===== src/verilog/tcc_pkg.sv =====
// Package for the timer channel counter core: modes, field positions and constants.
// Assumes a single system clock domain; no register bus, all controls are ports.
package tcc_pkg;

	// ----------------------------------------------------------------------
	// Counter widths and fixed values
	// ----------------------------------------------------------------------
	localparam int          CNT_W      = 16;
	localparam logic [15:0] CNT_ZERO   = 16'h0000;
	localparam logic [15:0] CNT_ALL1   = 16'hffff;
	localparam int          PRE_W      = 15;       // System clock divided down to 2^15.
	localparam int          SEL_W      = 4;        // Prescaler tap index width.

	// ----------------------------------------------------------------------
	// Mode register field positions
	// ----------------------------------------------------------------------
	localparam int MODE_W       = 16;
	localparam int OPSEL_HI_BIT = 15;
	localparam int OPSEL_LO_BIT = 14;
	localparam int OPSEL_W      = 2;

	// ----------------------------------------------------------------------
	// Noise filter and synchroniser depths
	// ----------------------------------------------------------------------
	localparam int SYNC_STAGES  = 2;
	localparam int FILT_STAGES  = 2;           // Extra op-clock samples when filter on.

	// ----------------------------------------------------------------------
	// Operation modes
	// ----------------------------------------------------------------------
	typedef enum logic [2:0] {
		TCC_INTERVAL   = 3'h0,
		TCC_EVENT      = 3'h1,
		TCC_CAPTURE    = 3'h2,
		TCC_ONE_COUNT  = 3'h3,
		TCC_CAP_ONECNT = 3'h4
	} tcc_mode_t;

	// Channel run states.
	typedef enum logic [1:0] {
		TCC_ST_IDLE  = 2'h0,
		TCC_ST_WAIT  = 2'h1,
		TCC_ST_COUNT = 2'h2
	} tcc_state_t;

endpackage : tcc_pkg


===== src/verilog/tcc_core.sv =====
// Counter core of one 16-bit timer channel with five counting modes.
// Assumes the timer input pin is asynchronous and the controls come from same-clock logic.
`timescale 1ns/1ps
`default_nettype none
module tcc_core
	import tcc_pkg::*;
#(
	parameter int NUM_TAPS = 4
)(
	// Clock and reset.
	input  wire logic                        ref_clk,
	input  wire logic                        rst_n,
	// Channel configuration.
	input  wire logic [MODE_W-1:0]           channel_mode_reg,
	input  wire tcc_mode_t                   op_mode,
	input  wire logic                        count_source_sel,
	input  wire logic                        start_irq_mode_bit,
	input  wire logic                        filter_en,
	input  wire logic                        edge_rise_en,
	input  wire logic                        edge_fall_en,
	input  wire logic [NUM_TAPS*SEL_W-1:0]   prescaler_select,
	// Channel control.
	input  wire logic                        channel_start_bit,
	input  wire logic                        channel_stop_bit,
	input  wire logic                        data_wr_en,
	input  wire logic [CNT_W-1:0]            data_wr_val,
	// External pin.
	input  wire logic                        timer_input_pin,
	// Status and results.
	output logic                             channel_enabled_status,
	output logic [CNT_W-1:0]                 channel_counter,
	output logic [CNT_W-1:0]                 channel_data_reg,
	output logic                             channel_irq,
	output logic                             count_clock,
	output logic                             start_trig
);

	// ----------------------------------------------------------------------
	// Operation clock selection
	// ----------------------------------------------------------------------
	logic [OPSEL_W-1:0] op_sel;
	logic [SEL_W-1:0]   tap_sel;
	logic               channel_op_clock;

	// The two-bit field picks one of the prescaler taps for this channel.
	assign op_sel  = channel_mode_reg[OPSEL_HI_BIT:OPSEL_LO_BIT];
	assign tap_sel = prescaler_select[op_sel*SEL_W +: SEL_W];

	tcc_prescaler u_pre (
		.ref_clk      (ref_clk),
		.rst_n        (rst_n),
		.div_sel      (tap_sel),
		.div_pulse_ff (channel_op_clock)
	);

	// ----------------------------------------------------------------------
	// Pin synchroniser, filter and edge detection
	// ----------------------------------------------------------------------
	logic                   pin_s1_ff, pin_s2_ff;
	logic [FILT_STAGES-1:0] filt_ff, nxt_filt;
	logic                   samp_ff, nxt_samp;
	logic                   samp_d_ff, nxt_samp_d;
	logic                   rise_det, fall_det, edge_det;

	// Two flops before anything reads the pin; the first feeds only the second.
	always_ff @(posedge ref_clk or negedge rst_n) begin
		if (!rst_n) begin
			pin_s1_ff <= 1'b0;
			pin_s2_ff <= 1'b0;
		end else begin
			pin_s1_ff <= timer_input_pin;
			pin_s2_ff <= pin_s1_ff;
		end
	end

	// Sample on op clock; the filter needs matching samples, adding two op periods.
	always_comb begin
		nxt_filt   = filt_ff;
		nxt_samp   = samp_ff;
		nxt_samp_d = samp_d_ff;
		if (channel_op_clock) begin
			nxt_filt   = {filt_ff[FILT_STAGES-2:0], pin_s2_ff};
			nxt_samp_d = samp_ff;
			if (!filter_en)
				nxt_samp = pin_s2_ff;
			else if (&{filt_ff, pin_s2_ff} || ~|{filt_ff, pin_s2_ff})
				nxt_samp = pin_s2_ff;
		end
	end

	always_ff @(posedge ref_clk or negedge rst_n) begin
		if (!rst_n) begin
			filt_ff   <= '0;
			samp_ff   <= 1'b0;
			samp_d_ff <= 1'b0;
		end else begin
			filt_ff   <= nxt_filt;
			samp_ff   <= nxt_samp;
			samp_d_ff <= nxt_samp_d;
		end
	end

	// Edges are looked at once per op clock so each yields a single pulse.
	assign rise_det = channel_op_clock && samp_ff && !samp_d_ff;
	assign fall_det = channel_op_clock && !samp_ff && samp_d_ff;
	assign edge_det = (rise_det && edge_rise_en) || (fall_det && edge_fall_en);

	// ----------------------------------------------------------------------
	// Channel state machine and counter
	// ----------------------------------------------------------------------
	tcc_state_t       state_ff, nxt_state;
	logic [CNT_W-1:0] cnt_ff, nxt_cnt;
	logic [CNT_W-1:0] data_ff, nxt_data;
	logic             irq_ff, nxt_irq;
	logic             tclk_ff, nxt_tclk;
	logic             trig_ff, nxt_trig;
	logic             tclk;
	logic             one_cnt_mode;

	// Count clock source select; a pulse here is registered into tclk_ff, which drives the counter on the edge after.
	assign tclk = count_source_sel ? edge_det : channel_op_clock;
	assign one_cnt_mode = (op_mode == TCC_ONE_COUNT) || (op_mode == TCC_CAP_ONECNT);

	// Next-state logic for all modes; the counter acts on the registered count clock.
	always_comb begin
		nxt_state = state_ff;
		nxt_cnt   = cnt_ff;
		nxt_data  = data_wr_en ? data_wr_val : data_ff;
		nxt_irq   = 1'b0;
		nxt_trig  = 1'b0;
		nxt_tclk  = tclk && (state_ff != TCC_ST_IDLE);
		unique case (state_ff)
			TCC_ST_IDLE: begin
				if (channel_start_bit) begin
					nxt_state = TCC_ST_WAIT;
					if (op_mode == TCC_EVENT) begin
						nxt_cnt   = data_ff;
						nxt_state = TCC_ST_COUNT;
					end else if (one_cnt_mode) begin
						nxt_state = TCC_ST_WAIT;
					end
				end
			end
			TCC_ST_WAIT: begin
				// Interval and capture start on the first count clock.
				if (!one_cnt_mode && tclk_ff) begin
					nxt_trig  = 1'b1;
					nxt_irq   = start_irq_mode_bit;
					nxt_state = TCC_ST_COUNT;
					nxt_cnt   = (op_mode == TCC_CAPTURE) ? CNT_ZERO : data_ff;
				end else if (one_cnt_mode && rise_det) begin
					nxt_trig  = 1'b1;
					nxt_irq   = start_irq_mode_bit;
					nxt_state = TCC_ST_COUNT;
					nxt_cnt   = (op_mode == TCC_CAP_ONECNT) ? CNT_ZERO : data_ff;
				end
			end
			TCC_ST_COUNT: begin
				unique case (op_mode)
					TCC_INTERVAL: if (tclk_ff) begin
						if (cnt_ff == CNT_ZERO) begin
							nxt_irq = 1'b1;
							nxt_cnt = data_ff;
						end else
							nxt_cnt = cnt_ff - 16'h0001;
					end
					TCC_EVENT: if (tclk_ff) begin
						if (cnt_ff == CNT_ZERO) begin
							nxt_irq = 1'b1;
							nxt_cnt = data_ff;
						end else
							nxt_cnt = cnt_ff - 16'h0001;
					end
					TCC_CAPTURE: begin
						if (edge_det) begin
							nxt_data = cnt_ff;
							nxt_irq  = 1'b1;
							nxt_cnt  = CNT_ZERO;
						end else if (tclk_ff)
							nxt_cnt = cnt_ff + 16'h0001;
					end
					TCC_ONE_COUNT: if (tclk_ff) begin
						if (cnt_ff == CNT_ZERO) begin
							nxt_irq   = 1'b1;
							nxt_cnt   = CNT_ALL1;
							nxt_state = TCC_ST_WAIT;
						end else
							nxt_cnt = cnt_ff - 16'h0001;
					end
					TCC_CAP_ONECNT: begin
						if (fall_det) begin
							nxt_data  = cnt_ff;
							nxt_irq   = 1'b1;
							nxt_state = TCC_ST_WAIT;
						end else if (tclk_ff)
							nxt_cnt = cnt_ff + 16'h0001;
					end
					default: nxt_state = TCC_ST_IDLE;
				endcase
			end
			default: nxt_state = TCC_ST_IDLE;
		endcase
		// Stop has priority over any start in the same cycle; a trigger meeting it is dropped.
		if (channel_stop_bit) begin
			nxt_state = TCC_ST_IDLE;
			nxt_trig  = 1'b0;
		end
	end

	// Registers only; every output except channel_enabled_status comes from here.
	always_ff @(posedge ref_clk or negedge rst_n) begin
		if (!rst_n) begin
			state_ff <= TCC_ST_IDLE;
			cnt_ff   <= CNT_ZERO;
			data_ff  <= CNT_ZERO;
			irq_ff   <= 1'b0;
			tclk_ff  <= 1'b0;
			trig_ff  <= 1'b0;
		end else begin
			state_ff <= nxt_state;
			cnt_ff   <= nxt_cnt;
			data_ff  <= nxt_data;
			irq_ff   <= nxt_irq;
			tclk_ff  <= nxt_tclk;
			trig_ff  <= nxt_trig;
		end
	end

	// ----------------------------------------------------------------------
	// Outputs
	// ----------------------------------------------------------------------
	logic en_ff;

	always_ff @(posedge ref_clk or negedge rst_n) begin
		if (!rst_n)
			en_ff <= 1'b0;
		else
			en_ff <= (nxt_state != TCC_ST_IDLE);
	end

	assign channel_enabled_status = en_ff;
	assign channel_counter        = cnt_ff;
	assign channel_data_reg       = data_ff;
	assign channel_irq            = irq_ff;
	assign count_clock            = tclk_ff;
	assign start_trig             = trig_ff;

endmodule : tcc_core
`default_nettype wire


===== src/verilog/tcc_prescaler.sv =====
// Free-running prescaler producing one-cycle pulses at system clock / 2^sel; sel 0 holds the output high.
// Assumes the select input is static or changes only while the channel is stopped.
`timescale 1ns/1ps
`default_nettype none
module tcc_prescaler
	import tcc_pkg::*;
(
	// Clock and reset.
	input  wire logic             ref_clk,
	input  wire logic             rst_n,
	// Tap select and pulse out.
	input  wire logic [SEL_W-1:0] div_sel,
	output logic                  div_pulse_ff
);

	// ----------------------------------------------------------------------
	// Divider counter and pulse
	// ----------------------------------------------------------------------
	logic [PRE_W-1:0] div_cnt_ff;
	logic [PRE_W-1:0] nxt_div_cnt;
	logic             nxt_div_pulse;
	logic [PRE_W-1:0] div_mask;

	// Pulse fires when all low bits below the tap wrap to zero; sel 0 stays high.
	always_comb begin
		nxt_div_cnt   = div_cnt_ff + {{(PRE_W-1){1'b0}}, 1'b1};
		div_mask      = PRE_W'((1 << div_sel) - 1);
		nxt_div_pulse = ((nxt_div_cnt & div_mask) == '0);
	end

	// Registers only.
	always_ff @(posedge ref_clk or negedge rst_n) begin
		if (!rst_n) begin
			div_cnt_ff   <= '0;
			div_pulse_ff <= 1'b0;
		end else begin
			div_cnt_ff   <= nxt_div_cnt;
			div_pulse_ff <= nxt_div_pulse;
		end
	end

endmodule : tcc_prescaler
`default_nettype wire


===== config.mk =====
export PLATFORM = sky130hd
export DESIGN_NAME = tcc_core
export DESIGN_NICKNAME = d
export VERILOG_FILES = /design/src/verilog/tcc_pkg.sv /design/src/verilog/tcc_core.sv /design/src/verilog/tcc_prescaler.sv
export SDC_FILE = /design/constraint.sdc
export NUM_CORES = 1
export LEC_CHECK = 0
export BUFFER_PORTS_ARGS = -buffer_cell sky130_fd_sc_hd__buf_2
export CAP_MARGIN = 20
export CORE_MARGIN = 4
export CORE_UTILIZATION = 56
export CTS_CLUSTER_DIAMETER = 50
export DETAILED_ROUTE_END_ITERATION = 8
export GPL_ROUTABILITY_DRIVEN = 0
export PLACE_DENSITY = 0.8
export SLEW_MARGIN = 10
export SYNTH_ARGS = -nofsm -noshare
export SYNTH_HDL_FRONTEND = slang
export SYNTH_HIERARCHICAL = 1
export SYNTH_SLANG_ARGS = --single-unit

===== constraint.sdc =====
create_clock -name ref_clk -period 2.7 [get_ports ref_clk]
set_input_delay 0.54 -clock ref_clk [delete_from_list [all_inputs] [get_ports ref_clk]]
set_output_delay 0.54 -clock ref_clk [all_outputs]
set_load 0.005 [all_outputs]

==> results of run 1 <==
worst min-delay path by stage:
| stage | endpoint | slack, ns | depth (start not counted) |
|---|---|---|---|
| CTS | start_trig | 0.16 | 1 |
| floorplan | channel_counter[0] | 0.24 | 0 |
| finish | start_trig | 0.15 | 1 |
| global placement | pin_s2_ff | 0.34 | 0 |
| global route | start_trig | 0.18 | 1 |
| detailed placement | pin_s2_ff | 0.34 | 0 |
routing by layer:
layer	part of all wire	wire, um
met1	0.41	5610
met2	0.47	6500
met3	0.10	1390
met4	0.024	338
met5	0	0
what timing repair did:
item,in CTS,in global routing
buffers inserted,0,0
setup endpoints to repair,0,1
gates resized for setup,0,1
hold endpoints to repair,0,0
final cells by class:
type / count / share of cell area
Clock buffer: 10 / 0.0230
Inverter: 12 / 0.00813
Timing Repair Buffer: 123 / 0.131
Multi-Input combinational cell: 441 / 0.531
Sequential cell: 60 / 0.271
Clock inverter: 6 / 0.0117
Tap cell: 105 / 0.0237
critical path, stage by stage:
cell and delay, ns:
buf_2 0.15, mux4_2 0.56, nor2_4 0.14, nand3_1 0.09
ha_1 0.27, a21o_1 0.20, a22oi_1 0.13, o21ai_0 0.09
a221o_1 0.36, a2111oi_4 0.23
cells by family after synthesis:
logic type | after synthesis | share of synthesized area
adder cells (fa/ha/maj) | 9 | 0.0242
AND/OR/NAND/NOR | 227 | 0.260
AO/OA/AOI/OAI | 146 | 0.213
flip-flops | 60 | 0.322
multiplexers | 27 | 0.0695
XOR/XNOR | 32 | 0.0602
buffers and inverters | 54 | 0.0508
placed cells by master (no fill, tap or decap), types with 20 or more instances in the layout:
cell	netlist	layout
dfrtp_1	60	60
o21ai_0	22	22
buf_4	1	39
nand2_1	45	45
a21oi_1	43	43
nor2_1	61	60
buf_2	12	83
mux2i_1	20	20
nor3_1	22	22
power groups by stage:
stage          clock network (mW)  registers (mW)  logic, mW
2_1_floorplan                   0            1.19      0.921
3_3_place_gp                    0            1.31       1.25
3_5_place_dp                    0            1.33       1.29
4_1_cts                     0.832            1.31       1.30
5_1_grt                     0.878            1.35       1.45
6_report                    0.824            1.33       1.32
==> tab_implementation.tex, run 1 <==
\begin{tabular}{lr}
\hline
Metric & Value \\
\hline
\multicolumn{2}{l}{\textbf{Timing}} \\
Layout Skew & 0.0214 ns \\
Achievable clock frequency & around 390 MHz \\
Slew HR & 0.539 \\
Fraction of the cycle the final worst path needs & 0.945 \\
Min setup slack post-route & 0.149 ns \\
Total of endpoints with negative setup slack in the final report & 0 \\
Max-slew violations & 0 \\
RSZ-0062 raised after global routing & false \\
Tightest hold margin & approximately 0.15 ns \\
Slew at the pin closest to its max-slew limit & 0.692 ns \\
Setup TNS Final & 0 ns \\
Final hold violation count & 0 \\
Clock period minus final worst setup slack & 2.55 ns \\
\multicolumn{2}{l}{\textbf{Finish}} \\
Final Non-Filler Cells & 757 \\
Diode insertion count for antenna repair & 0 \\
Fill cell count & 640 \\
Area added between synthesis and finish & 18.9\% \\
Multi-input gate area in the final layout & 2940 um\^{}2 \\
Area of all sequential standard cells & 1500 um\^{}2 \\
Final core occ & 0.681 \\
Number of nets in the finished design & 718 \\
Final design instance area without fill & about 5500 um\^{}2 \\
Share of cells above drive strength 1 & 0.253 \\
\multicolumn{2}{l}{\textbf{Global routing}} \\
Largest net degree at the start of global routing & 33 \\
Met1 Use GR & 0.375 \\
M2 GR Usage & 0.469 \\
GRT Residual Overflow & 0 \\
Overall Global Routing Usage & 0.288 \\
Layer with the highest usage after global routing & met2 \\
Initial antenna violation count & 0 \\
Global-route wire length before repair & 23.0 mm \\
Number of global-route vias before repair & 4815 \\
M3 GR Usage & 0.0645 \\
\multicolumn{2}{l}{\textbf{Floorplan}} \\
Height of the chip & 99.2 um \\
Starting utilization of the core area & 0.573 \\
\# rows & 33 \\
Die outline area & 9840 um\^{}2 \\
Std-Cell Core Area & 8130 um\^{}2 \\
Die span in x & 99.2 um \\
Number of top-level pins & 98 \\
\multicolumn{2}{l}{\textbf{Job}} \\
Max-cap violations & 0 \\
\multicolumn{2}{l}{\textbf{Yosys}} \\
Cells taking the most area after synthesis & dfrtp\_1 (32\%), nor2\_1 (4.9\%), a21oi\_1 (4.6\%) \\
Portion of synthesized cell area occupied by the leading cell type & 0.322 \\
Fraction of synthesis flops using an asynchronous set or reset pin & 1.00 \\
Total number of yosys warnings & 6 \\
Main synth FF type & dfrtp\_1 \\
Number of distinct library cells after synthesis & 78 \\
Netlist Area Pre-Place & 4660 um\^{}2 \\
Synthesized Nets & around 630 \\
Post-Syn Instances & 555 \\
Most frequent cell after synthesis & nor2\_1 \\
Flip-flop and latch count after synthesis & 60 \\
Per-instance average area after synthesis & between 8 and 9 um\^{}2 \\
Synth area leader & dfrtp\_1 \\
Count of flip-flops with a built-in enable after synthesis & 0 \\
Sequential area share after synthesis & 0.322 \\
Top cell types by occurrence after synthesis & nor2\_1 (61), dfrtp\_1 (60), nand2\_1 (45), a21oi\_1 (43), clkbuf\_1 (25) \\
\multicolumn{2}{l}{\textbf{Power}} \\
Clock Power Share & 0.237 \\
Cell-internal power & 2.06 mW \\
Switching power total & 1.42 mW \\
Maximum VDD drop & 0.000314 V \\
Gate power share & 0.381 \\
Total power divided by cell area & 628 nW/um\^{}2 \\
LEAKAGE & 2.38 nW \\
Net switching share of the total power & 0.408 \\
PnR Total Power & 3.48 mW \\
Share of total power in sequential cells & 0.383 \\
\multicolumn{2}{l}{\textbf{Worst setup path}} \\
Capture instance of the worst register-to-register path & channel\_counter[15] \\
Crit path from & channel\_mode\_reg[14] \\
Startpoint of the worst-slack reg-to-reg timing path & channel\_counter[11] \\
Type of the worst setup path & in2reg \\
Type of destination of the critical path & flip-flop \\
Endpoint arrival time on the critical path & between 2 and 3 ns \\
Crit path max fanout & 6 \\
Register-to-register path setup slack & 0.36 ns \\
R2R cell count & 6 \\
Data required time at the worst endpoint & 2.91 ns \\
Endpoint of the worst setup timing path & u\_pre/div\_pulse\_ff \\
Startpoint kind of the worst setup timing path & input pin \\
\multicolumn{2}{l}{\textbf{Clocking}} \\
Hold Buf Count CTS & 0 \\
CTS clk-pin slew, worst paths & 0.08 ns \\
Clock Path Buffers & 2 \\
TritonCTS clock tree & built \\
Clk Latency, worst-skew pair & 0.35 ns \\
H-Tree Level Count & 3 \\
Buffer type at the clock tree root & clkbuf\_8 \\
Clk sink count & 60 \\
Number of buffers inserted during clock tree synthesis & 9 \\
\multicolumn{2}{l}{\textbf{Route}} \\
Total Routed Length & between 10 and 15 mm \\
Total via count in the routed design & 4842 \\
Remaining DRCs & 0 \\
Drt initial violations & between 400 and 500 \\
Count of nets left with antenna violations after detail routing & 0 \\
Router iterations before antenna repair & 5 \\
Routed WL per cell & between 15 and 20 um \\
Detail-routed via count per cell & 6.40 \\
\multicolumn{2}{l}{\textbf{Placement}} \\
Detailed-placement wirelength estimate & 10.1 mm \\
Setup WS pre-CTS & -0.244 ns \\
Placement-stage cell area & 5340 um\^{}2 \\
Placed Cells & between 700 and 800 \\
Count of port buffers added during placement & 83 \\
\multicolumn{2}{l}{\textbf{Hold path}} \\
Type of the tightest min-delay check & in2async \\
\multicolumn{2}{l}{\textbf{Status}} \\
Outcome & finished, final reports clean \\
\hline
\end{tabular}
Power figures use the tool's default switching activity.
==> inputs of run 2 (changes only) <==
CORE_UTILIZATION = 62   (was 56)
CTS_BUF_LIST = sky130_fd_sc_hd__clkbuf_4 sky130_fd_sc_hd__clkbuf_8   (was unset)
MAX_ROUTING_LAYER = met4   (was unset)
PLACE_DENSITY = 0.87   (was 0.8)
clock period = 3.27 ns   (was 2.7 ns; I/O delays follow)
==> run 2 against run 1 <==
  * Worst hold slack better by 0.15 ns
  * Clock-buffer cell count grew 1
  * Critical path depth stayed put
  * Combinational power shrank 28%
  * First-iteration DRC count is 26% higher
  * Sequential power down 14%
==> tab_implementation.tex, run 2 (synthesized netlist as in run 1, its figures left out) <==
\begin{tabular}{lr}
\hline
Metric & Value \\
\hline
\multicolumn{2}{l}{\textbf{Timing}} \\
Max-slew violations & 0 (unchanged) \\
Clock period minus final worst setup slack & 2.88 ns \\
Total of endpoints with negative setup slack in the final report & 0 (unchanged) \\
Achievable clock frequency & about 350 MHz \\
Layout Skew & 0.0106 ns (-0.0108 ns) \\
Min setup slack post-route & 0.391 ns (+0.242 ns) \\
Setup TNS Final & 0 ns (unchanged) \\
Final hold violation count & 0 (unchanged) \\
Slew at the pin closest to its max-slew limit & 0.688 ns (-0.00401 ns) \\
Slew HR & 0.541 (+0.00267) \\
RSZ-0062 raised after global routing & false \\
Fraction of the cycle the final worst path needs & 0.880 \\
\multicolumn{2}{l}{\textbf{Placement}} \\
Setup WS pre-CTS & 0.0385 ns (+0.283 ns) \\
Placed Cells & 709 (-4.3\%) \\
Detailed-placement wirelength estimate & 9.75 mm (-3.2\%) \\
Count of port buffers added during placement & 83 (unchanged) \\
\multicolumn{2}{l}{\textbf{Route}} \\
Total via count in the routed design & 4863 (+0.43\%) \\
Total Routed Length & 13.6 mm (-2.0\%) \\
Routed WL per cell & 18.7 um (+2.3\%) \\
Detail-routed via count per cell & 6.71 (+4.9\%) \\
Drt initial violations & 612 (+26\%) \\
Count of nets left with antenna violations after detail routing & 0 (unchanged) \\
Router iterations before antenna repair & 6 (+1) \\
Remaining DRCs & 0 (unchanged) \\
\multicolumn{2}{l}{\textbf{Worst setup path}} \\
Cell type of the slowest stage on the worst timing path & mux4\_2 \\
Type of destination of the critical path & flip-flop \\
Register-to-register path setup slack & 0.63 ns (+0.27 ns) \\
Ordered cell list for the critical path & buf\_2, mux4\_2, nor2\_1, nand3\_1, ha\_1, buf\_4, a22oi\_1, o21ai\_0, a221o\_1, a2111oi\_2 \\
Type of the worst setup path & in2reg \\
Buffers plus inverters on the worst setup path & 2 (+1) \\
Startpoint of the worst-slack reg-to-reg timing path & channel\_counter[0] \\
R2R cell count & 8 (+2) \\
Capture instance of the worst register-to-register path & channel\_enabled\_status \\
Crit path max fanout & 8 (+2) \\
Data required time at the worst endpoint & 3.49 ns (+0.58 ns) \\
Endpoint arrival time on the critical path & 3.10 ns (+0.34 ns) \\
Biggest cell delay along the critical path & 0.59 ns (+0.03 ns) \\
Critical path's top delay family & compound AO/OA/AOI/OAI gates \\
Worst path depth & 10 (unchanged) \\
Startpoint kind of the worst setup timing path & input pin \\
\multicolumn{2}{l}{\textbf{Power}} \\
Total power divided by cell area & 539 nW/um\^{}2 (-14\%) \\
Maximum VDD drop & 0.000326 V (+4.0\%) \\
LEAKAGE & 2.27 nW (-4.7\%) \\
PnR Total Power & 2.88 mW (-17\%) \\
\multicolumn{2}{l}{\textbf{Status}} \\
Outcome & finished, final reports clean \\
\multicolumn{2}{l}{\textbf{Global routing}} \\
GRT Residual Overflow & 0 (unchanged) \\
Number of global-route vias before repair & 4586 (-4.8\%) \\
Initial antenna violation count & 0 (unchanged) \\
Largest net degree at the start of global routing & 37 (+12\%) \\
Global-route wire length before repair & 22.2 mm (-3.4\%) \\
Overall Global Routing Usage & 0.324 (+0.0363) \\
\multicolumn{2}{l}{\textbf{Finish}} \\
Number of nets in the finished design & 692 (-3.6\%) \\
Final Non-Filler Cells & 725 (-4.2\%) \\
Leading cell type in the layout, fill and taps excluded & buf\_2 \\
Fill cell count & 570 (-11\%) \\
Diode insertion count for antenna repair & 0 (unchanged) \\
Area added between synthesis and finish & 14.7\% \\
Share of cells above drive strength 1 & 0.222 (-0.0310) \\
Commonest cells after routing, fill and taps aside & buf\_2 (83), nor2\_1 (61), dfrtp\_1 (60), nand2\_1 (45), a21oi\_1 (43) \\
Final core occ & 0.733 (+0.0515) \\
\multicolumn{2}{l}{\textbf{Hold path}} \\
Type of the tightest min-delay check & in2async \\
\multicolumn{2}{l}{\textbf{Floorplan}} \\
\# rows & 31 (-6.1\%) \\
Number of top-level pins & 98 (unchanged) \\
Height of the chip & 94.7 um (-4.6\%) \\
Die outline area & 8970 um\^{}2 (-8.9\%) \\
Die span in x & 94.7 um (-4.6\%) \\
Std-Cell Core Area & 7290 um\^{}2 (-10\%) \\
Starting utilization of the core area & 0.639 (+0.0661) \\
\multicolumn{2}{l}{\textbf{Clocking}} \\
Clk Latency, worst-skew pair & 0.35 ns (about the same) \\
TritonCTS clock tree & built \\
CTS clk-pin slew, worst paths & 0.07 ns (about the same) \\
Buffer type at the clock tree root & clkbuf\_8 \\
H-Tree Level Count & 3 (unchanged) \\
Clk sink count & 60 (unchanged) \\
Clock Path Buffers & 2 (unchanged) \\
Number of buffers inserted during clock tree synthesis & 9 (unchanged) \\
Hold Buf Count CTS & 0 (unchanged) \\
Post-CTS Repair Setup Buffers & 0 (unchanged) \\
Cells resized by post-CTS repair & 0 (unchanged) \\
\multicolumn{2}{l}{\textbf{Job}} \\
Max-cap violations & 0 (unchanged) \\
\hline
\end{tabular}
## run 2: metrics by stage
step                      area (um^2)  hold slack (ns)
after detailed placement         5110            0.340
after floorplan                  4660            0.331
after global routing             5340            0.333
final                            5340            0.300
after CTS                        5340            0.311
after global placement           5110            0.334
## run 2: power by group
part	switching (mW)	internal, mW
Clock	0.313	0.461
Combinational	0.532	0.424
Sequential	0.296	0.853
Total	1.14	1.74
## run 2: how the worst max path moves through the flow
stage,startpoint,endpoint,slack (ns)
after floorplan,channel_mode_reg[14],u_pre/div_pulse_ff,0.28
after global placement,channel_mode_reg[14],u_pre/div_pulse_ff,0.15
after detailed placement,channel_mode_reg[14],u_pre/div_pulse_ff,0.04
after CTS,channel_mode_reg[14],u_pre/div_pulse_ff,0.40
after global routing,channel_mode_reg[14],u_pre/div_pulse_ff,0.18
final,channel_mode_reg[14],u_pre/div_pulse_ff,0.39
## run 2: area by class of cell
class                      count  area (um^2)  share of cell area
clock inverter                 5         85.1              0.0159
inverter                      12         45.0             0.00843
timing repair buffer          97          520              0.0974
tap                           99          124              0.0232
multi-input combinational    441         2920               0.547
sequential                    60         1500               0.281
clock buffer                  11          145              0.0272
## run 2: metal layers
metal  up-vias  GRT usage  share of wire
li1       2198          -              -
met1      2235      0.417           0.38
met2       359      0.494           0.46
met3        71     0.0757           0.11
met4         0      0.127          0.037
met5         -          -              0
## run 2: worst reg2reg max path, delay by kind of cell, from the launching register on
| kind | cells | cell delay [ns] |
|---|---|---|
| AO/OA/AOI/OAI | 2 | 0.50 |
| adder cells (fa/ha/maj) | 1 | 0.22 |
| buffers and inverters | 1 | 0.18 |
| flip-flops | 1 | 0.49 |
| AND/OR/NAND/NOR | 4 | 1.15 |
